**src/core/isme_pkg.sv**
```systemverilog
// constants and types shared by the i2c slave mode engine
`default_nettype none

package isme_pkg;

	// register offsets, byte addresses on the wishbone slave
	localparam logic [7:0] ADR_CONTROL   = 8'h00;
	localparam logic [7:0] ADR_OWN_ADDR  = 8'h04;
	localparam logic [7:0] ADR_DATA_CMD  = 8'h08;
	localparam logic [7:0] ADR_MASK      = 8'h0C;
	localparam logic [7:0] ADR_MASKED    = 8'h10;
	localparam logic [7:0] ADR_RAW       = 8'h14;
	localparam logic [7:0] ADR_CLR_RDREQ = 8'h18;
	localparam logic [7:0] ADR_CLR_ABORT = 8'h1C;
	localparam logic [7:0] ADR_CLR_OVER  = 8'h20;
	localparam logic [7:0] ADR_ENABLE    = 8'h24;
	localparam logic [7:0] ADR_STATUS    = 8'h28;

	// control_word fields
	localparam int CON_MASTER_BIT = 0;
	localparam int CON_TEN_BIT    = 3;
	localparam int CON_SLVOFF_BIT = 6;
	localparam int CON_W          = 7;
	localparam logic [6:0] CONTROL_RESET = 7'h00;

	// own_slave_address, value is arbitrary
	localparam int SAR_W = 10;
	localparam logic [9:0] SAR_RESET = 10'h055;
	localparam logic [4:0] TEN_PREFIX = 5'h1E;

	// raw and masked status fields
	localparam int RAW_RX_OVER = 1;
	localparam int RAW_RX_FULL = 2;
	localparam int RAW_RD_REQ  = 5;
	localparam int RAW_ABORT   = 6;
	localparam int RAW_W       = 7;
	localparam logic [6:0] MASK_RESET = 7'h00;

	// status register fields
	localparam int ST_ACTIVE = 0;
	localparam int ST_TFNF   = 1;
	localparam int ST_TFE    = 2;
	localparam int ST_RX_NOT_EMPTY = 3;

	// data command and enable fields
	localparam int DCMD_CMD_BIT = 8;
	localparam int ENABLE_BIT   = 0;

	// fifo geometry and bit counting
	localparam int BYTE_W   = 8;
	localparam int TX_DEPTH = 8;
	localparam int RX_DEPTH = 8;
	localparam logic [3:0] BITS_LAST = 4'h7;
	localparam logic [3:0] BITS_FULL = 4'h8;

	// wishbone request from the master
	typedef struct packed {
		logic        cyc;
		logic        stb;
		logic        we;
		logic [7:0]  adr;
		logic [3:0]  sel;
		logic [31:0] dat;
	} isme_wb_req_type;

	// open drain drive of the two bus lines
	typedef struct packed {
		logic scl_out;
		logic scl_oe;
		logic sda_out;
		logic sda_oe;
	} isme_pin_drive_type;

	// bus side states, gray along the usual path
	typedef enum logic [3:0] {
		ST_IDLE  = 4'h0,
		ST_ADDR  = 4'h1,
		ST_ACK   = 4'h3,
		ST_LOAD  = 4'h2,
		ST_TX    = 4'h6,
		ST_TXACK = 4'h7,
		ST_RX    = 4'h5,
		ST_RXACK = 4'h4,
		ST_ADDR2 = 4'hC
	} isme_state_type;

endpackage

`default_nettype wire

```
**src/core/isme_fifo.sv**
```systemverilog
// byte fifo with flush, used for transmit and receive
`timescale 1ns/1ps
`default_nettype none

module isme_fifo #(
	parameter int WIDTH = 8,
	parameter int DEPTH = 8
) (
	// clock and reset
	input  wire logic             clock_i,
	input  wire logic             arst_n_i,
	input  wire logic             flush_i,
	// fill side
	input  wire logic             wr_valid_i,
	input  wire logic [WIDTH-1:0] wr_data_i,
	output logic                  wr_ready_o,
	// drain side
	output logic                  rd_valid_o,
	input  wire logic             rd_ready_i,
	output logic [WIDTH-1:0]      rd_data_o
);
	localparam int AW = $clog2(DEPTH);

	logic [WIDTH-1:0] mem_reg [DEPTH];
	logic [AW-1:0]    wp_reg;
	logic [AW-1:0]    rp_reg;
	logic [AW:0]      cnt_reg;
	logic             push;
	logic             pop;

	// handshakes and head of queue
	assign wr_ready_o = (cnt_reg != (AW+1)'(DEPTH));
	assign rd_valid_o = (cnt_reg != '0);
	assign rd_data_o  = mem_reg[rp_reg];
	assign push       = wr_valid_i & wr_ready_o & ~flush_i;
	assign pop        = rd_valid_o & rd_ready_i & ~flush_i;

	// storage, no reset needed
	always_ff @(posedge clock_i) begin
		if (push) begin
			mem_reg[wp_reg] <= wr_data_i;
		end
	end

	// pointers and fill count, flush empties at once
	always_ff @(posedge clock_i or negedge arst_n_i) begin
		if (!arst_n_i) begin
			wp_reg  <= '0;
			rp_reg  <= '0;
			cnt_reg <= '0;
		end else if (flush_i) begin
			wp_reg  <= '0;
			rp_reg  <= '0;
			cnt_reg <= '0;
		end else begin
			if (push) begin
				wp_reg <= wp_reg + 1'b1;
			end
			if (pop) begin
				rp_reg <= rp_reg + 1'b1;
			end
			if (push && !pop) begin
				cnt_reg <= cnt_reg + 1'b1;
			end else if (pop && !push) begin
				cnt_reg <= cnt_reg - 1'b1;
			end
		end
	end

endmodule // isme_fifo

`default_nettype wire

```
**src/core/isme_slave.sv**
```systemverilog
// slave mode engine of a two-wire serial bus controller
//
// Implementation choices: the Wishbone interface to the registers and the address map.
`timescale 1ns/1ps
`default_nettype none

module isme_slave (
	// clock and reset
	input  wire logic                        clock_i,
	input  wire logic                        arst_n_i,
	// wishbone slave
	input  wire isme_pkg::isme_wb_req_type   wb_req_i,
	output logic [31:0]                      wb_dat_o,
	output logic                             wb_ack_o,
	// serial bus lines
	input  wire logic                        scl_in_i,
	input  wire logic                        sda_in_i,
	output isme_pkg::isme_pin_drive_type     pin_o
);
	import isme_pkg::*;

	////////////////////////////////////////////////////////////////////////
	logic [2:0]          scl_sync_reg;
	logic [2:0]          sda_sync_reg;
	logic                scl_rise, scl_fall, bus_start, bus_stop;
	logic                req, ack_reg, wr_do, rd_do;
	logic [31:0]         rd_mux, dat_reg;
	logic [CON_W-1:0]    ctrl_reg;
	logic [SAR_W-1:0]    sar_reg;
	logic [RAW_W-1:0]    mask_reg, raw;
	logic                enable_reg, rd_req_reg, abort_reg, over_reg;
	logic                tx_push, tx_ready, tx_valid, tx_pop, tx_flush;
	logic                rx_push, rx_ready, rx_valid, rx_pop;
	logic [BYTE_W-1:0]   tx_data, rx_data;
	isme_state_type      state_reg, go_reg;
	logic [BYTE_W-1:0]   sh_reg;
	logic [3:0]          cnt_reg;
	logic                sda_oe_reg, scl_oe_reg, ack_seen_reg, ten_hit_reg;
	logic                rdreq_set_reg, abort_set_reg, flush_reg;
	logic                live, can_send, seven_hit, ten_hi_hit;

	////////////////////////////////////////////////////////////////////////
	// two flops before any logic, third for edge finding
	always_ff @(posedge clock_i or negedge arst_n_i) begin
		if (!arst_n_i) begin
			scl_sync_reg <= 3'h7;
			sda_sync_reg <= 3'h7;
		end else begin
			scl_sync_reg <= {scl_sync_reg[1:0], scl_in_i};
			sda_sync_reg <= {sda_sync_reg[1:0], sda_in_i};
		end
	end

	// line events from the synchronised copies
	assign scl_rise  = scl_sync_reg[1] & ~scl_sync_reg[2];
	assign scl_fall  = ~scl_sync_reg[1] & scl_sync_reg[2];
	assign bus_start = scl_sync_reg[1] & scl_sync_reg[2] & ~sda_sync_reg[1] & sda_sync_reg[2];
	assign bus_stop  = scl_sync_reg[1] & scl_sync_reg[2] & sda_sync_reg[1] & ~sda_sync_reg[2];

	////////////////////////////////////////////////////////////////////////
	// one wait state: data captured on first edge, taken on ack edge
	assign req      = wb_req_i.cyc & wb_req_i.stb;
	assign wr_do    = req & ack_reg & wb_req_i.we;
	assign rd_do    = req & ack_reg & ~wb_req_i.we;
	assign wb_ack_o = ack_reg;
	assign wb_dat_o = dat_reg;

	always_ff @(posedge clock_i or negedge arst_n_i) begin
		if (!arst_n_i) begin
			ack_reg <= 1'b0;
		end else begin
			ack_reg <= req & ~ack_reg;
		end
	end

	// raw flags, receive-full follows the fifo
	always_comb begin
		raw              = '0;
		raw[RAW_RX_OVER] = over_reg;
		raw[RAW_RX_FULL] = rx_valid;
		raw[RAW_RD_REQ]  = rd_req_reg;
		raw[RAW_ABORT]   = abort_reg;
	end

	// read data mux, unmapped reads as zero
	always_comb begin
		rd_mux = 32'h0000_0000;
		unique case (wb_req_i.adr)
			ADR_CONTROL:  rd_mux[CON_W-1:0] = ctrl_reg;
			ADR_OWN_ADDR: rd_mux[SAR_W-1:0] = sar_reg;
			ADR_DATA_CMD: rd_mux[BYTE_W-1:0] = rx_data;
			ADR_MASK:     rd_mux[RAW_W-1:0] = mask_reg;
			ADR_MASKED:   rd_mux[RAW_W-1:0] = raw & mask_reg;
			ADR_RAW:      rd_mux[RAW_W-1:0] = raw;
			ADR_ENABLE:   rd_mux[ENABLE_BIT] = enable_reg;
			ADR_STATUS: begin
				rd_mux[ST_ACTIVE] = (state_reg != ST_IDLE);
				rd_mux[ST_TFNF]   = tx_ready;
				rd_mux[ST_TFE]    = ~tx_valid;
				rd_mux[ST_RX_NOT_EMPTY] = rx_valid;
			end
			default: rd_mux = 32'h0000_0000;
		endcase
	end

	always_ff @(posedge clock_i or negedge arst_n_i) begin
		if (!arst_n_i) begin
			dat_reg <= 32'h0000_0000;
		end else if (req && !ack_reg) begin
			dat_reg <= rd_mux;
		end
	end

	// configuration, untouched by the enable bit
	always_ff @(posedge clock_i or negedge arst_n_i) begin
		if (!arst_n_i) begin
			ctrl_reg   <= CONTROL_RESET;
			sar_reg    <= SAR_RESET;
			mask_reg   <= MASK_RESET;
			enable_reg <= 1'b0;
		end else if (wr_do) begin
			if (wb_req_i.adr == ADR_CONTROL && wb_req_i.sel[0]) begin
				ctrl_reg <= wb_req_i.dat[CON_W-1:0];
			end
			if (wb_req_i.adr == ADR_OWN_ADDR) begin
				if (wb_req_i.sel[0]) begin
					sar_reg[BYTE_W-1:0] <= wb_req_i.dat[BYTE_W-1:0];
				end
				if (wb_req_i.sel[1]) begin
					sar_reg[SAR_W-1:BYTE_W] <= wb_req_i.dat[SAR_W-1:BYTE_W];
				end
			end
			if (wb_req_i.adr == ADR_MASK && wb_req_i.sel[0]) begin
				mask_reg <= wb_req_i.dat[RAW_W-1:0];
			end
			if (wb_req_i.adr == ADR_ENABLE && wb_req_i.sel[0]) begin
				enable_reg <= wb_req_i.dat[ENABLE_BIT];
			end
		end
	end

	// sticky flags, a set in the clearing cycle wins
	always_ff @(posedge clock_i or negedge arst_n_i) begin
		if (!arst_n_i) begin
			rd_req_reg <= 1'b0;
			abort_reg  <= 1'b0;
			over_reg   <= 1'b0;
		end else begin
			rd_req_reg <= rdreq_set_reg | (rd_req_reg & ~(rd_do &
				((wb_req_i.adr == ADR_CLR_RDREQ) | ((wb_req_i.adr == ADR_RAW) &
				~mask_reg[RAW_RD_REQ] & dat_reg[RAW_RD_REQ]))));
			abort_reg <= abort_set_reg | (abort_reg & ~(rd_do &
				((wb_req_i.adr == ADR_CLR_ABORT) | ((wb_req_i.adr == ADR_RAW) &
				~mask_reg[RAW_ABORT] & dat_reg[RAW_ABORT]))));
			over_reg <= (rx_push & ~rx_ready) |
				(over_reg & ~(rd_do & (wb_req_i.adr == ADR_CLR_OVER)));
		end
	end

	////////////////////////////////////////////////////////////////////////
	// fifos: transmit writes blocked and transmit content held flushed while abort stands
	assign tx_push  = wr_do & (wb_req_i.adr == ADR_DATA_CMD) & wb_req_i.sel[0] &
		~(wb_req_i.sel[1] & wb_req_i.dat[DCMD_CMD_BIT]) & enable_reg & ~abort_reg;
	assign tx_flush = ~enable_reg | abort_reg | flush_reg;
	assign rx_pop   = rd_do & (wb_req_i.adr == ADR_DATA_CMD);

	isme_fifo #(.WIDTH(BYTE_W), .DEPTH(TX_DEPTH)) tx_fifo (
		.clock_i    (clock_i),
		.arst_n_i   (arst_n_i),
		.flush_i    (tx_flush),
		.wr_valid_i (tx_push),
		.wr_data_i  (wb_req_i.dat[BYTE_W-1:0]),
		.wr_ready_o (tx_ready),
		.rd_valid_o (tx_valid),
		.rd_ready_i (tx_pop),
		.rd_data_o  (tx_data)
	);

	isme_fifo #(.WIDTH(BYTE_W), .DEPTH(RX_DEPTH)) rx_fifo (
		.clock_i    (clock_i),
		.arst_n_i   (arst_n_i),
		.flush_i    (~enable_reg),
		.wr_valid_i (rx_push),
		.wr_data_i  (sh_reg),
		.wr_ready_o (rx_ready),
		.rd_valid_o (rx_valid),
		.rd_ready_i (rx_pop),
		.rd_data_o  (rx_data)
	);

	////////////////////////////////////////////////////////////////////////
	// address compare and send gating
	assign live       = enable_reg & ~ctrl_reg[CON_SLVOFF_BIT] & ~ctrl_reg[CON_MASTER_BIT];
	assign seven_hit  = (sh_reg[7:1] == sar_reg[6:0]);
	assign ten_hi_hit = (sh_reg[7:3] == TEN_PREFIX) & (sh_reg[2:1] == sar_reg[SAR_W-1:BYTE_W]);
	// pending set pulses also block, so a stale byte never leaves before its flush
	assign can_send   = tx_valid & ~rd_req_reg & ~abort_reg & ~rdreq_set_reg & ~flush_reg;
	assign tx_pop     = (state_reg == ST_LOAD) & can_send & live;
	assign rx_push    = (state_reg == ST_RX) & scl_fall & (cnt_reg == BITS_FULL) & live;

	// bus side machine: bits move on the synchronised scl edges
	always_ff @(posedge clock_i or negedge arst_n_i) begin
		if (!arst_n_i) begin
			state_reg     <= ST_IDLE;
			go_reg        <= ST_IDLE;
			sh_reg        <= '0;
			cnt_reg       <= '0;
			sda_oe_reg    <= 1'b0;
			ack_seen_reg  <= 1'b0;
			ten_hit_reg   <= 1'b0;
			rdreq_set_reg <= 1'b0;
			abort_set_reg <= 1'b0;
			flush_reg     <= 1'b0;
		end else begin
			rdreq_set_reg <= 1'b0;
			abort_set_reg <= 1'b0;
			flush_reg     <= 1'b0;
			if (!live || bus_stop) begin
				state_reg   <= ST_IDLE;
				sda_oe_reg  <= 1'b0;
				ten_hit_reg <= 1'b0;
			end else if (bus_start) begin
				state_reg  <= ST_ADDR;
				cnt_reg    <= '0;
				sda_oe_reg <= 1'b0;
			end else begin
				unique case (state_reg)
					ST_IDLE: begin
						sda_oe_reg <= 1'b0;
					end
					ST_ADDR, ST_ADDR2, ST_RX: begin
						if (scl_rise) begin
							sh_reg  <= {sh_reg[6:0], sda_sync_reg[1]};
							cnt_reg <= cnt_reg + 1'b1;
						end else if (scl_fall && cnt_reg == BITS_FULL) begin
							sda_oe_reg <= 1'b1;
							state_reg  <= ST_ACK;
							go_reg     <= ST_RX;
							if (state_reg == ST_ADDR2) begin
								if (sh_reg == sar_reg[BYTE_W-1:0]) begin
									ten_hit_reg <= 1'b1;
								end else begin
									sda_oe_reg <= 1'b0;
									state_reg  <= ST_IDLE;
								end
							end else if (state_reg == ST_ADDR) begin
								if (!ctrl_reg[CON_TEN_BIT]) begin
									if (!seven_hit) begin
										sda_oe_reg <= 1'b0;
										state_reg  <= ST_IDLE;
									end
									go_reg <= sh_reg[0] ? ST_LOAD : ST_RX;
								end else if (ten_hi_hit && !sh_reg[0]) begin
									go_reg <= ST_ADDR2;
								end else if (ten_hi_hit && ten_hit_reg) begin
									go_reg <= ST_LOAD;
								end else begin
									sda_oe_reg <= 1'b0;
									state_reg  <= ST_IDLE;
								end
							end
						end
					end
					ST_ACK, ST_RXACK: begin
						if (scl_fall) begin
							sda_oe_reg <= 1'b0;
							cnt_reg    <= '0;
							state_reg  <= (state_reg == ST_RXACK) ? ST_RX : go_reg;
							if (state_reg == ST_ACK && go_reg == ST_LOAD) begin
								rdreq_set_reg <= 1'b1;
								abort_set_reg <= tx_valid;
								flush_reg     <= tx_valid;
							end
						end
					end
					ST_LOAD: begin
						if (can_send) begin
							sh_reg     <= tx_data;
							sda_oe_reg <= ~tx_data[7];
							cnt_reg    <= '0;
							state_reg  <= ST_TX;
						end
					end
					ST_TX: begin
						if (scl_fall) begin
							if (cnt_reg == BITS_LAST) begin
								sda_oe_reg <= 1'b0;
								state_reg  <= ST_TXACK;
							end else begin
								sh_reg     <= {sh_reg[6:0], 1'b0};
								sda_oe_reg <= ~sh_reg[6];
								cnt_reg    <= cnt_reg + 1'b1;
							end
						end
					end
					ST_TXACK: begin
						if (scl_rise) begin
							ack_seen_reg <= ~sda_sync_reg[1];
						end else if (scl_fall) begin
							if (ack_seen_reg) begin
								state_reg     <= ST_LOAD;
								rdreq_set_reg <= ~tx_valid;
							end else begin
								state_reg     <= ST_IDLE;
								flush_reg     <= tx_valid;
								abort_set_reg <= tx_valid;
							end
						end
					end
					default: begin
						state_reg  <= ST_IDLE;
						sda_oe_reg <= 1'b0;
					end
				endcase
				if (state_reg == ST_RX && scl_fall && cnt_reg == BITS_FULL) begin
					state_reg <= ST_RXACK;
				end
			end
		end
	end

	// clock stretch while waiting for transmit data
	always_ff @(posedge clock_i or negedge arst_n_i) begin
		if (!arst_n_i) begin
			scl_oe_reg <= 1'b0;
		end else begin
			scl_oe_reg <= live & (state_reg == ST_LOAD) & ~can_send;
		end
	end

	// open drain pins only ever pull low
	assign pin_o = '{scl_out: 1'b0, scl_oe: scl_oe_reg, sda_out: 1'b0, sda_oe: sda_oe_reg};
endmodule // isme_slave

`default_nettype wire

```
**config.mk**
```make
export PLATFORM = sky130hd
export DESIGN_NAME = isme_slave
export DESIGN_NICKNAME = d
export VERILOG_FILES = /design/src/core/isme_pkg.sv /design/src/core/isme_fifo.sv /design/src/core/isme_slave.sv
export SDC_FILE = /design/constraint.sdc
export NUM_CORES = 1
export LEC_CHECK = 0
export ABC_AREA = 0
export BUFFER_PORTS_ARGS = -buffer_cell sky130_fd_sc_hd__buf_2
export CAP_MARGIN = 0
export CELL_PAD_IN_SITES_DETAIL_PLACEMENT = 0
export CELL_PAD_IN_SITES_GLOBAL_PLACEMENT = 1
export CORE_ASPECT_RATIO = 1.5
export CORE_MARGIN = 5
export CORE_UTILIZATION = 50
export CTS_CLUSTER_SIZE = 20
export DETAILED_ROUTE_END_ITERATION = 10
export HOLD_SLACK_MARGIN = 0.15
export PLACE_DENSITY = 0.85
export SLEW_MARGIN = 15
export SYNTH_ARGS = -nofsm -noshare
export SYNTH_HDL_FRONTEND = slang
export SYNTH_HIERARCHICAL = 1
export SYNTH_SLANG_ARGS = --single-unit
```
**constraint.sdc**
```tcl
create_clock -name clock_i -period 4.26 [get_ports clock_i]
set_input_delay 0.426 -clock clock_i [delete_from_list [all_inputs] [get_ports clock_i]]
set_output_delay 0.426 -clock clock_i [all_outputs]
set_load 0.005 [all_outputs]
```
# Word-level counts from Yosys, hierarchy flattened
# Memories as Yosys holds them, arrays and structs flattened.
# Index checks and enable logic that the tools add are counted.
[word_totals] ramBits=128 memories=2 elab_cells=334 ff_bits=91
[mem_list] name="rx_fifo.mem_reg" words=8 word_bits=8 rd=1 rd_clocked_by_memory_dff=0 write_ports=1 line="isme_fifo.sv:24" rtl="logic [WIDTH-1:0] mem_reg [DEPTH];"
[mem_list] name="tx_fifo.mem_reg" words=8 word_bits=8 rd=1 rd_clocked_by_memory_dff=0 write_ports=1 line="isme_fifo.sv:24"
[op_classes] bitwise_logic=88 n_eq_ne=56 add_sub_neg=9 n_reduce_logical=50 mux=101
[ops] operator="$mux 4" n=31
[ops] operator="$and 1x1->1" n=52
[ops] operator="$mux 1" n=40
[ops] operator="$ne 5x5->1 const B" n=7
[ops] operator="$eq 8x5->1 const B" n=4
[ops] operator="$mux 8" n=4
[ops] operator="$mux 3" n=10
[ops] operator="$ne 4x4->1 const B" n=7
[ops] operator="$not 1->1" n=28
[ops] operator="$eq 8x6->1 const B" n=3
[ops] operator="$pmux 4 s6" n=1
[ops] operator="$pmux 8 s3" n=1
[ops] operator="$pmux 3 s7" n=1
[ops] operator="$eq 4x3->1 const B" n=5
[ops] operator="$ne 3x3->1 const B" n=6
[ops] operator="$pmux 3 s6" n=1
[ops] operator="$eq 8x4->1 const B" n=2
[ops] operator="$pmux 4 s4" n=1
[ops] operator="$logic_and 1x1->1" n=14
[ops] operator="$reduce_and 7->1" n=2
[ops] operator="$add 3x1->3 const B" n=4
[ops] operator="$add 4x1->4 const B" n=3
[ops] operator="$eq 4x2->1 const B" n=3
[ops] operator="$mux 2" n=6
[ops] operator="34 further kinds" n=68

# Depth between registers and ports, before layout
# Gate-level depths: netlist of run 1.
[depth] word_depth=15 mapped_depth=14 ltp_nobuf=13

# By module
# The synthesis of run 1 kept the hierarchy.
[by_module_without_submodules] mod="isme_slave" cells_each=421 area_per_inst_um2=4215.3 instances=1
[by_module_without_submodules] mod="isme_fifo (tx_fifo)" cells_each=175 area_per_inst_um2=3140.5 instances=1
[by_module_without_submodules] mod="isme_fifo (rx_fifo)" cells_each=175 area_per_inst_um2=3135.5 instances=1

# Least setup slack after synthesis of run 1
# Ideal clock, no wire load.
[synth_path] path_type="in2reg" start="in wb_req_i[38] (netlist bit)" end="mem tx_fifo.mem_reg[0][0] (enable)" t_arrival_ns=3.755 setup_slack_ns=0.111 required_time_ns=3.865 path_stages=8 cell_sequence="buf_2 -> or4b_1 -> nor2_2 -> nand3_1 -> a2111oi_0 -> nand2b_1 -> nand2b_2 -> nor4_1"
[synth_via] elab_chain_cells=10
[synth_rtl] element="start: declaration" line="isme_slave.sv:12" rtl="input wire isme_pkg::isme_wb_req_type wb_req_i,"
[synth_rtl] element="$eq 8x4->1" line="isme_slave.sv:162" rtl="assign tx_push = wr_do & (wb_req_i.adr == ADR_DATA_CMD) & wb_req_i.sel[0] &"
[synth_rtl] element="$and 1x1->1 (3 in a row)" line="isme_slave.sv:162"
[synth_rtl] element="$and 1x1->1 (2 in a row)" line="isme_slave.sv:163" rtl="~(wb_req_i.sel[1] & wb_req_i.dat[DCMD_CMD_BIT]) & enable_reg & ~abort_reg;"
[synth_rtl] element="net tx_push" line="isme_slave.sv:32" rtl="logic tx_push, tx_ready, tx_valid, tx_pop, tx_flush;"
[synth_rtl] element="$and 1x1->1 (2 in a row)" line="isme_fifo.sv:35" rtl="assign push = wr_valid_i & wr_ready_o & ~flush_i;"
[synth_rtl] element="$mux 1" line="isme_fifo.sv:40" rtl="if (push) begin"
[synth_rtl] element="$mux 1 (not written as such)" line="isme_fifo.sv:41" rtl="mem_reg[wp_reg] <= wr_data_i;"
[synth_rtl] element="end: declaration" line="isme_fifo.sv:24"
# The timed path passes the listed nets, and every way through them passes these cells.

# Worst setup path in the final report of run 1
[layout_path] start="reg scl_sync_reg[2]" end="reg rx_fifo.cnt_reg[3]"
[layout_via] elab_chain_cells=9
[layout_rtl] element="start: declaration" line="isme_slave.sv:23" rtl="logic [2:0] scl_sync_reg;"
[layout_rtl] element="start signal: assignment" line="isme_slave.sv:49" rtl="scl_sync_reg <= {scl_sync_reg[1:0], scl_in_i};"
[layout_rtl] element="$and 1x1->1 *" line="isme_slave.sv:56" rtl="assign scl_fall = ~scl_sync_reg[1] & scl_sync_reg[2];"
[layout_rtl] element="$and 1x1->1 * (3 in a row)" line="isme_slave.sv:199" rtl="assign rx_push = (state_reg == ST_RX) & scl_fall & (cnt_reg == BITS_FULL) & live;"
[layout_rtl] element="net rx_push" line="isme_slave.sv:33" rtl="logic rx_push, rx_ready, rx_valid, rx_pop;"
[layout_rtl] element="$and 1x1->1 * (2 in a row)" line="isme_fifo.sv:35"
[layout_rtl] element="$logic_not 1->1 / $logic_and 1x1->1 (equally long branches)" line="isme_fifo.sv:64, isme_fifo.sv:62"
[layout_rtl] element="$logic_and 1x1->1 / $mux 4 (equally long branches)" line="isme_fifo.sv:64, isme_fifo.sv:62"
[layout_rtl] element="$ne 3x1->1 (no line) / $mux 4 (equally long branches)"
[layout_rtl] element="end signal: assignment" line="isme_fifo.sv:63" rtl="cnt_reg <= cnt_reg + 1'b1;"
[layout_rtl] element="end signal: assignment" line="isme_fifo.sv:65" rtl="cnt_reg <= cnt_reg - 1'b1;"
[layout_rtl] element="end: declaration" line="isme_fifo.sv:27" rtl="logic [AW:0] cnt_reg;"
# Mark *: on every way through the listed nets, which the timed path passes. The rest lies on a longest branch.
# A chain may end at the register's enable or synchronous reset.

==> impl_metrics.yaml, run 1 <==
floorplanning:
  dieArea_sq_um: 24000
  fp.dieH_um: 187
  die_w_um: 128
  coreArea_sq_um: 20800
  core.rowCount: 65
  start_util: 0.504
  top_level_ports: 88
grt:
  grt_use_met1: 0.244
  grt_usage: 0.202
  use_met2: 0.364
  grt_pass1_vias: 6868
  gr-usage-met3: 0.0240
  grt-ovfl-total: 0
  grt_busiest_layer: "met2"
  grt_pass1_wl_um: 38100
  grt_max_degree: 57
  antenna_found_initial: 0
logic_synthesis:
  synth_edf_count: 128
  ys_ff_latch: 219
  synth_top_cell_by_area: "edfxtp_1"
  synth.avg_cell_area_sq_um: 13.6
  synthesis.instances: 771
  synth.area.top_cells: "edfxtp_1 (37%), dfrtp_1 (19%), mux4_2 (6.9%), mux2_2 (4.9%), dfstp_2 (2.5%)"
  ys_types: 85
  synth_ff_type: "edfxtp_1"
  synth-async-reset-ratio: 0.416
  syn-cell-area_sq_um: 10500
  synth-seq-area-share: 0.585
  yosysWarnings: 6
  synth_top_area_frac: 0.366
setup_path:
  critical_path_buf_inv_count: 1
  cpLargestDelayFamily: "simple AND/OR/NAND/NOR gates"
  cp_slowest_cell: "dfstp_2"
  arrival_ns: 3.76
  critPathCaptureType: "register"
  cpPeakStageDelay_ns: 0.56
  start_kind: "register"
  cp_cell_sequence: "and2b_1 > nand4b_1 > buf_4 > or4_1 > nor2_1 > nand2b_1 > nor2_1 > nand2_1 > ha_1 > a21o_1 > a21o_1 > a311oi_1 > o31ai_1"
  setup.worst_path.class: "register to register"
  cp.required_ns: 4.64
  crit_fanout: 6
sta:
  fin_worst_skew_ns: 0.0155
  rsz0062_at_grt: "no"
  setup_viol: 0
  hold_violations: 0
  slew_headroom: 0.353
  fin_tns_setup_ns: 0
  clock.fmax_mhz: 296
  slew_viol_final: 0
  period_minus_slack_ns: 3.38
  worst_pin_slew_ns: 0.956
  period_share: 0.794
routing:
  drc_errors: 0
  first_iter_violations: 455
  ant_nets: 0
  via_count: 6657
  drt-pass1-iter-count: 7
  post_drt_wl_per_cell_um: 21.3
  viasPerCell: 5.97
  drt_wl_total_um: 23800
placed_design:
  gp_congestion: 0.849
  dp_hpwl_um: 17000
  io_buffers: 39
flow_run:
  max_cap_violations: 0
power:
  total_power_uw: 5770
  power_density_nw_per_um2: 494
  leakage_uw: 0.00451
  irDropWorstVdd_v: 0.000246
cells_and_area:
  drive_gt1_frac: 0.250
  syn_to_final_growth_pct: 11.4
  antennaDiodeCount: 0
  num-nets-final: 895
  multiInputGateArea_sq_um: 4040
  seq_area_sq_um: 6130
  fill_cells: 1717
clock_tree:
  cts_buffer_depth: 3
  cts_made_buffers: 22
  tritoncts: "yes"
  cts_htree_levels: 1
  clk_transition_reported_paths_ns: 0.07
  cts_setup_buffers: 0
  cts_sinks: 219
  cts_root_buf: "clkbuf_16"
  clkLatencyLatePin_ns: 0.52
status:
  status: "finished clean"
hold_path:
  hold_class: "input port to register"
## power breakdown
part | switching, uW | leakage [uW] | internal (uW)
Combinational | 586 | 0.00184 | 568
Clock | 816 | 0.000329 | 1010
Sequential | 340 | 0.00234 | 2460
## kinds of logic (layout without fill, tap and decap cells)
group | Yosys count | in the layout | share of synthesized area
xor+xnor | 29 | 29 | 0.0242
mux | 90 | 90 | 0.130
simple gates | 216 | 216 | 0.113
buf+inv | 73 | 127 | 0.0397
other cells | 1 | 24 | 0.000357
flops | 219 | 219 | 0.585
fa+ha+maj | 12 | 12 | 0.0157
compound gates | 131 | 131 | 0.0922
## cell usage after synthesis (all sizes together) (3+ instances only)
library cell	n
ha	10
clkbuf	13
a21oi	26
and2	3
o22ai	4
nand2	54
mux2i	4
o21a	4
mux2	54
nor2b	5
buf	43
a211oi	5
nor3	18
a311oi	4
a22oi	9
or4	3
a21o	11
o41ai	5
a2111oi	5
nand4b	4
inv	17
or4b	5
or3	3
dfrtp	81
and3	4
dfstp	10
nor4	13
a31oi	4
nor4b	5
nand3	17
a222oi	3
o21ai	20
o211ai	5
xnor2	6
nor2	44
o31ai	8
mux4	32
edfxtp	128
nand2b	23
xor2	23
## cells in the final DEF, fill, tap and decap left out, types with 15 or more instances in the layout
cell type and count:
buf_4 29, mux2_2 46, a21oi_1 26, edfxtp_1 128, xor2_1 23, nand2_1 54, nor2_1 41, mux4_2 32
conb_1 24, dfrtp_1 81, o21ai_0 15, clkbuf_16 22, nand3_1 15, nor3_1 17, nand2b_1 21, buf_2 38
## stage by stage
stage / cells / hold WS (ns) / util / setup WS [ns] / cell area, sq um
floorplan: 794 / 0.130 / - / 0.111 / 10600
global placement: 1073 / 0.346 / 0.527 / 0.664 / 11000
detailed placement: 1073 / 0.347 / 0.527 / 0.544 / 11000
CTS: 1116 / 0.151 / 0.562 / 0.885 / 11700
global route: 1116 / 0.157 / 0.562 / 0.618 / 11700
finish: 1116 / 0.159 / 0.562 / 0.878 / 11700
## timing repair
item	CTS	global route
hold endpoints to repair	49	0
hold buffers	3	0
resized for setup	0	0
## per-layer routing
layer | part of all wire | vias up
met2 | 0.54 | 182
li1 | - | 3039
met5 | 0 | -
met4 | 0.036 | 0
met1 | 0.38 | 3385
met3 | 0.043 | 51
## worst paths after layout
path                       depth (start not counted)                        endpoint  slack, ns                      start
max                                               13  rx_fifo/cnt_reg[3]$_DFFE_PN0P_       0.88  scl_sync_reg[2]$_DFF_PN1_
min                                                2          sar_reg[9]$_DFFE_PN0P_       0.16                wb_req_i[9]
max reg2reg                                       13  rx_fifo/cnt_reg[3]$_DFFE_PN0P_       0.88  scl_sync_reg[2]$_DFF_PN1_
min reg2reg                                        0       scl_sync_reg[1]$_DFF_PN1_       0.36  scl_sync_reg[0]$_DFF_PN1_
max in group asynchronous                          3          sar_reg[6]$_DFFE_PN1P_       2.77                   arst_n_i
min in group asynchronous                          2  rx_fifo/cnt_reg[2]$_DFFE_PN0P_       0.52                   arst_n_i
## layout make-up
type                       instances  share of cell area
sequential                       219               0.525
multi-input combinational        502               0.345
clock buffer                      31              0.0517
timing repair buffer              70              0.0375
tap                              268              0.0287
clock inverter                     9             0.00706
inverter                          17             0.00546
## worst register-to-register path, stage by stage (launching register included)
cell and delay (ns):
dfstp_2 0.56, and2b_1 0.27, nand4b_1 0.12, buf_4 0.17
or4_1 0.52, nor2_1 0.17, nand2b_1 0.10, nor2_1 0.17
nand2_1 0.14, ha_1 0.32, a21o_1 0.18, a21o_1 0.19
a311oi_1 0.25, o31ai_1 0.10
Note: power is estimated with default switching activity, not from simulation.
==> run 2, diff against run 1 <==
--- a/config.mk
+++ b/config.mk
@@ -5,18 +5,18 @@
 export SDC_FILE = /design/constraint.sdc
 export NUM_CORES = 1
 export LEC_CHECK = 0
-export ABC_AREA = 0
+export ABC_AREA = 1
 export BUFFER_PORTS_ARGS = -buffer_cell sky130_fd_sc_hd__buf_2
 export CAP_MARGIN = 0
 export CELL_PAD_IN_SITES_DETAIL_PLACEMENT = 0
 export CELL_PAD_IN_SITES_GLOBAL_PLACEMENT = 1
 export CORE_ASPECT_RATIO = 1.5
 export CORE_MARGIN = 5
-export CORE_UTILIZATION = 50
+export CORE_UTILIZATION = 42
 export CTS_CLUSTER_SIZE = 20
 export DETAILED_ROUTE_END_ITERATION = 10
 export HOLD_SLACK_MARGIN = 0.15
-export PLACE_DENSITY = 0.85
+export PLACE_DENSITY = 0.81
 export SLEW_MARGIN = 15
 export SYNTH_ARGS = -nofsm -noshare
 export SYNTH_HDL_FRONTEND = slang
==> constraint.sdc (replaced) <==
create_clock -name clock_i -period 2.8 [get_ports clock_i]
set_input_delay 0.28 -clock clock_i [delete_from_list [all_inputs] [get_ports clock_i]]
set_output_delay 0.28 -clock clock_i [all_outputs]
set_load 0.005 [all_outputs]
==> impl_metrics.yaml, run 2 <==
setup_path:
  crit_path_start: "scl_sync_reg[2]$_DFF_PN1_"
  cpPeakStageDelay_ns: 0.52
  cp_slowest_cell: "dfstp_2"
  reg2reg_from: "scl_sync_reg[2]$_DFF_PN1_"
  crit_fanout: 5
  arrival_ns: 2.97
  cp_common_cell: "nand2_1"
  critPathCaptureType: "register"
  start_kind: "register"
  cp_cell_sequence: "inv_1 > nor2_2 > nand4_1 > inv_1 > nand2_1 > nor2_2 > inv_1 > a21oi_4 > nand3_4 > ha_1 > a21oi_2 > nand2_1 > nand2_1 > nand2_1 > nand2_1 > nand2_1 > nand2_1 > nand2_1"
  setup.worst_path.class: "register to register"
  cp.required_ns: 3.19
routing:
  drc_errors: 0
  viasPerCell: 4.96
  drt-pass1-iter-count: 5
  via_count: 7741
  drt_wl_total_um: 25200
  ant_nets: 0
  post_drt_wl_per_cell_um: 16.1
  first_iter_violations: 432
sta:
  hold_violations: 0
  worst_pin_slew_ns: 0.668
  fin_ws_ns: 0.228
  period_minus_slack_ns: 2.57
  rsz0062_at_grt: "no"
  fin_tns_setup_ns: 0
  slew_viol_final: 0
  slew_headroom: 0.555
  period_share: 0.919
  clock.fmax_mhz: 389
  setup_viol: 0
  fin_worst_skew_ns: 0.0148
grt:
  grt_pass1_wl_um: 40800
  grt-ovfl-total: 0
  grt_busiest_layer: "met2"
  grt_use_met1: 0.198
  use_met2: 0.345
  grt_pass1_vias: 7799
  gr-usage-met3: 0.0206
  antenna_found_initial: 0
  grt_max_degree: 49
  grt_usage: 0.177
logic_synthesis:
  synth_common_cells: "nand2_1 (253), nor2_1 (151), edfxtp_1 (128)"
  synth-seq-area-share: 0.578
  synth.area.top_cells: "edfxtp_1 (36%), dfrtp_1 (19%), nand2_1 (9.0%), nor2_1 (5.3%), o21ai_0 (4.2%)"
  synth_top_area_frac: 0.362
  ys_ff_latch: 219
  synth_ff_type: "edfxtp_1"
  synth_top_cell_by_area: "edfxtp_1"
  synth-async-reset-ratio: 0.416
  synthesis.instances: 1134
  yosysWarnings: 6
  synth_edf_count: 128
  yosysMostFrequentCell: "nand2_1"
  synth.avg_cell_area_sq_um: 9.35
  syn-cell-area_sq_um: 10600
  ys_types: 54
clock_tree:
  clk_transition_reported_paths_ns: 0.06
  clkLatencyLatePin_ns: 0.51
  cts_sinks: 219
  cts_made_buffers: 21
  cts_root_buf: "clkbuf_16"
  tritoncts: "yes"
  cts_htree_levels: 1
  cts_buffer_depth: 3
cells_and_area:
  antennaDiodeCount: 0
  layout.cells.most_common: "nand2_1"
  syn_to_final_growth_pct: 14.4
  num-nets-final: 1282
  fill_cells: 2322
  final_cell_mix: "nand2_1 (253), nor2_1 (149), edfxtp_1 (128), inv_1 (91), o21ai_0 (89)"
  multiInputGateArea_sq_um: 3840
  seq_area_sq_um: 6130
  drive_gt1_frac: 0.152
floorplanning:
  dieArea_sq_um: 28600
  start_util: 0.425
  coreArea_sq_um: 25000
  die_w_um: 140
  core.rowCount: 71
  top_level_ports: 88
  fp.dieH_um: 205
placed_design:
  io_buffers: 39
  dp_hpwl_um: 18900
  gp_congestion: 0.853
  post-place-ws_ns: 0.0376
power:
  leakage_uw: 0.00493
  total_power_uw: 6520
  irDropWorstVdd_v: 0.000341
  power_density_nw_per_um2: 537
flow_run:
  max_cap_violations: 0
hold_path:
  hold_class: "input port to register"
  hp-start: "wb_req_i[45]"
status:
  status: "finished clean"
-- run 2: stage by stage --
stage / util / cells / hold slack [ns] / cell area (sq um)
after CTS: 0.485 / 1562 / 0.211 / 12100
final: 0.486 / 1562 / 0.230 / 12100
after floorplan: - / 1157 / -0.0156 / 10700
after global placement: 0.451 / 1511 / 0.348 / 11300
after global routing: 0.486 / 1562 / 0.239 / 12100
after detailed placement: 0.451 / 1511 / 0.349 / 11300
-- run 2: layer usage --
| layer | up-vias | share of wire |
|---|---|---|
| met4 | 0 | 0.029 |
| met5 | - | 0 |
| met1 | 3637 | 0.38 |
| li1 | 3910 | - |
| met2 | 153 | 0.55 |
| met3 | 41 | 0.037 |
-- run 2: path summary, 6_finish.rpt --
| check | cells past startpoint | slack (ns) | end |
|---|---|---|---|
| worst max-delay path | 18 | 0.23 | rx_fifo/cnt_reg[3]$_DFFE_PN0P_ |
| worst min-delay path | 4 | 0.23 | wb_ack_o$_DFF_PN0_ |
| worst max register to register | 18 | 0.23 | rx_fifo/cnt_reg[3]$_DFFE_PN0P_ |
| worst min register to register | 0 | 0.36 | scl_sync_reg[1]$_DFF_PN1_ |
| max in group asynchronous | 3 | 1.69 | sar_reg[6]$_DFFE_PN1P_ |
| min in group asynchronous | 2 | 0.36 | rx_fifo/cnt_reg[1]$_DFFE_PN0P_ |
-- run 2: cells by family (layout without fill, tap and decap cells) --
logic type,Yosys count,in the layout,synth area share
AOI/OAI and AO/OA,231,231,0.122
DFF,219,219,0.578
muxes,3,3,0.00319
adders and majority gates,12,12,0.0156
buffers and inverters,160,237,0.0710
xor gates and xnor gates,8,8,0.00661
other,1,24,0.000354
and+or+nand+nor,500,500,0.203
-- run 2: area by class of cell --
class | instances | area share
inverters | 111 | 0.0356
repair buffers | 88 | 0.0503
well taps | 328 | 0.0338
flip-flops and latches | 219 | 0.506
multi-input cells | 778 | 0.317
clock inverters | 11 | 0.0112
clock buffers | 27 | 0.0468
-- run 2: critical path, delay by kind of cell, from the launching register on --
| kind | cells | cell delay [ns] |
|---|---|---|
| AOI/OAI and AO/OA | 2 | 0.34 |
| adders and majority gates | 1 | 0.34 |
| buffers and inverters | 3 | 0.27 |
| DFF | 1 | 0.52 |
| and+or+nand+nor | 12 | 0.99 |
-- run 2: power by group --
| group | internal [uW] | switching (uW) |
|---|---|---|
| Clock | 1720 | 1190 |
| Sequential | 3430 | 15.3 |
| Combinational | 55.5 | 111 |
| Total | 5200 | 1320 |
-- run 2: timing repair --
item	in CTS	in global routing
hold buffers	13	0
setup buffers	0	0
setup endpoints to repair	0	2
endpoints found under the hold margin	112	0
gates resized for setup	0	5
==> run 3, diff against run 2 <==
--- a/config.mk
+++ b/config.mk
@@ -13,6 +13,7 @@
 export CORE_ASPECT_RATIO = 1.5
 export CORE_MARGIN = 5
 export CORE_UTILIZATION = 42
+export CTS_BUF_LIST = sky130_fd_sc_hd__clkbuf_4 sky130_fd_sc_hd__clkbuf_8 sky130_fd_sc_hd__clkbuf_16
 export CTS_CLUSTER_SIZE = 20
 export DETAILED_ROUTE_END_ITERATION = 10
 export HOLD_SLACK_MARGIN = 0.15
==> impl_metrics.yaml, run 3 (same netlist as run 2, synthesis figures left out) <==
sta:
  rsz0062_at_grt: "no"
  clock.fmax_mhz: 388
  setup_viol: 0
  worst_pin_slew_ns: 0.669
  hold_violations: 0
  period_minus_slack_ns: 2.58
  slew_headroom: 0.554
  period_share: 0.920
  fin_tns_setup_ns: 0
  fin_ws_ns: 0.223
  fin_worst_skew_ns: 0.0164
  slew_viol_final: 0
power:
  leakage_uw: 0.00494
  power_density_nw_per_um2: 540
  irDropWorstVdd_v: 0.000343
setup_path:
  worstReg2RegEnd: "rx_fifo/cnt_reg[3]$_DFFE_PN0P_"
  rr_worst_depth: 18
  cp_cell_sequence: "inv_1 > nor2_2 > nand4_1 > inv_1 > nand2_1 > nor2_2 > inv_1 > a21oi_4 > nand3_4 > ha_1 > a21oi_2 > nand2_1 > nand2_1 > nand2_1 > nand2_1 > nand2_1 > nand2_1 > nand2_1"
  crit_fanout: 5
  critical_path_buf_inv_count: 3
  cpPeakStageDelay_ns: 0.52
  reg2reg_slack_ns: 0.22
  cpLargestDelayFamily: "simple AND/OR/NAND/NOR gates"
  cp.required_ns: 3.19
  arrival_ns: 2.97
  setup.worst_path.class: "register to register"
  start_kind: "register"
  critPathCaptureType: "register"
  cp_slowest_cell: "dfstp_2"
  cp_common_cell: "nand2_1"
  reg2reg_from: "scl_sync_reg[2]$_DFF_PN1_"
hold_path:
  hold_class: "input port to register"
  whs_path_depth: 4
  whs_endpoint: "wb_ack_o$_DFF_PN0_"
  hp-start: "wb_req_i[45]"
clock_tree:
  tritoncts: "yes"
  clkLatencyLatePin_ns: 0.51
  cts_sinks: 219
  cts_buffer_depth: 3
  clk_transition_reported_paths_ns: 0.06
  cts_setup_buffers: 0
  cts_made_buffers: 21
  cts_root_buf: "clkbuf_16"
  cts_htree_levels: 1
floorplanning:
  core.rowCount: 71
  start_util: 0.425
  top_level_ports: 88
  coreArea_sq_um: 25000
  fp.dieH_um: 205
  dieArea_sq_um: 28600
  die_w_um: 140
grt:
  gr-usage-met3: 0.0194
  grt_pass1_wl_um: 40800
  grt-ovfl-total: 0
  grt_usage: 0.177
  grt_pass1_vias: 7829
  grt_busiest_layer: "met2"
  grt_use_met1: 0.197
  grt_max_degree: 49
  antenna_found_initial: 0
  use_met2: 0.344
flow_run:
  max_cap_violations: 0
cells_and_area:
  layout.cells.non_filler: 1562
  num-nets-final: 1282
  fin_util: 0.487
  antennaDiodeCount: 0
  fill_cells: 2323
  final_cell_mix: "nand2_1 (253), nor2_1 (149), edfxtp_1 (128), inv_1 (91), o21ai_0 (89)"
  layout.cells.most_common: "nand2_1"
  syn_to_final_growth_pct: 14.5
  drive_gt1_frac: 0.156
routing:
  drt-pass1-iter-count: 5
  drc_errors: 0
  drt_wl_total_um: 25200
  post_drt_wl_per_cell_um: 16.1
  viasPerCell: 4.97
  via_count: 7760
  first_iter_violations: 413
  ant_nets: 0
placed_design:
  dp.cells: 1511
  io_buffers: 39
  post-place-ws_ns: 0.0376
  dp_hpwl_um: 18900
  gp_congestion: 0.853
status:
  status: "finished clean"
-- run 3: cell counts in the layout (fill, tap and decap cells not counted) --
Identical to the previous run, type by type.
-- run 3: report_power, final --
group / internal (uW) / total [uW] / switching [uW]
combinational: 55.5 / 167 / 112
sequential: 3430 / 3440 / 15.3
clock: 1760 / 2950 / 1190
total: 5240 / 6550 / 1320
-- run 3: worst max path at each step --
stage / slack [ns] / startpoint / to / depth (start not counted)
after floorplan: 0.13 / wb_req_i[43] / tx_fifo/cnt_reg[3]$_DFFE_PN0P_ / 17
after global placement: 0.08 / wb_req_i[43] / tx_fifo/cnt_reg[3]$_DFFE_PN0P_ / 18
after detailed placement: 0.04 / wb_req_i[43] / tx_fifo/cnt_reg[3]$_DFFE_PN0P_ / 18
after CTS: 0.04 / scl_sync_reg[2]$_DFF_PN1_ / rx_fifo/cnt_reg[3]$_DFFE_PN0P_ / 18
after global routing: 0.005 / scl_sync_reg[2]$_DFF_PN1_ / rx_fifo/cnt_reg[3]$_DFFE_PN0P_ / 18
final: 0.22 / scl_sync_reg[2]$_DFF_PN1_ / rx_fifo/cnt_reg[3]$_DFFE_PN0P_ / 18
-- run 3: per-stage QoR --
stage	area, sq um	power [uW]	hold slack [ns]
after floorplan	10700	3580	-0.0156
after global placement	11300	3660	0.348
after detailed placement	11300	3660	0.349
after CTS	12100	6630	0.211
after global routing	12100	6780	0.243
final	12100	6550	0.230
-- run 3: layout make-up --
class                           count  area (sq um)  area share
Clock buffer                       27           583      0.0480
Clock inverter                     11           136      0.0112
Inverter                          111           432      0.0355
Multi-Input combinational cell    778          3840       0.316
Sequential cell                   219          6130       0.505
Tap cell                          328           410      0.0338
Timing Repair Buffer               88           611      0.0503
-- run 3: worst register-to-register path, cell delays in order (launching register included) --
cell and delay, ns:
dfstp_2 0.52, inv_1 0.06, nor2_2 0.14, nand4_1 0.14, inv_1 0.13, nand2_1 0.09, nor2_2 0.12, inv_1 0.08
a21oi_4 0.16, nand3_4 0.12, ha_1 0.34, a21oi_2 0.18, nand2_1 0.09, nand2_1 0.06, nand2_1 0.05, nand2_1 0.06
nand2_1 0.05, nand2_1 0.05, nand2_1 0.04
-- run 3: routing by layer --
metal,up-vias,part of all wire,wire [um]
li1,3910,-,-
met1,3634,0.38,9630
met2,166,0.55,13800
met3,50,0.037,923
met4,0,0.033,831
met5,-,0,0
-- run 3: timing repair --
item,CTS,global route
hold buffers,13,0
gates resized for setup,0,5
hold endpoints to repair,112,0
endpoints found under the setup margin,0,2
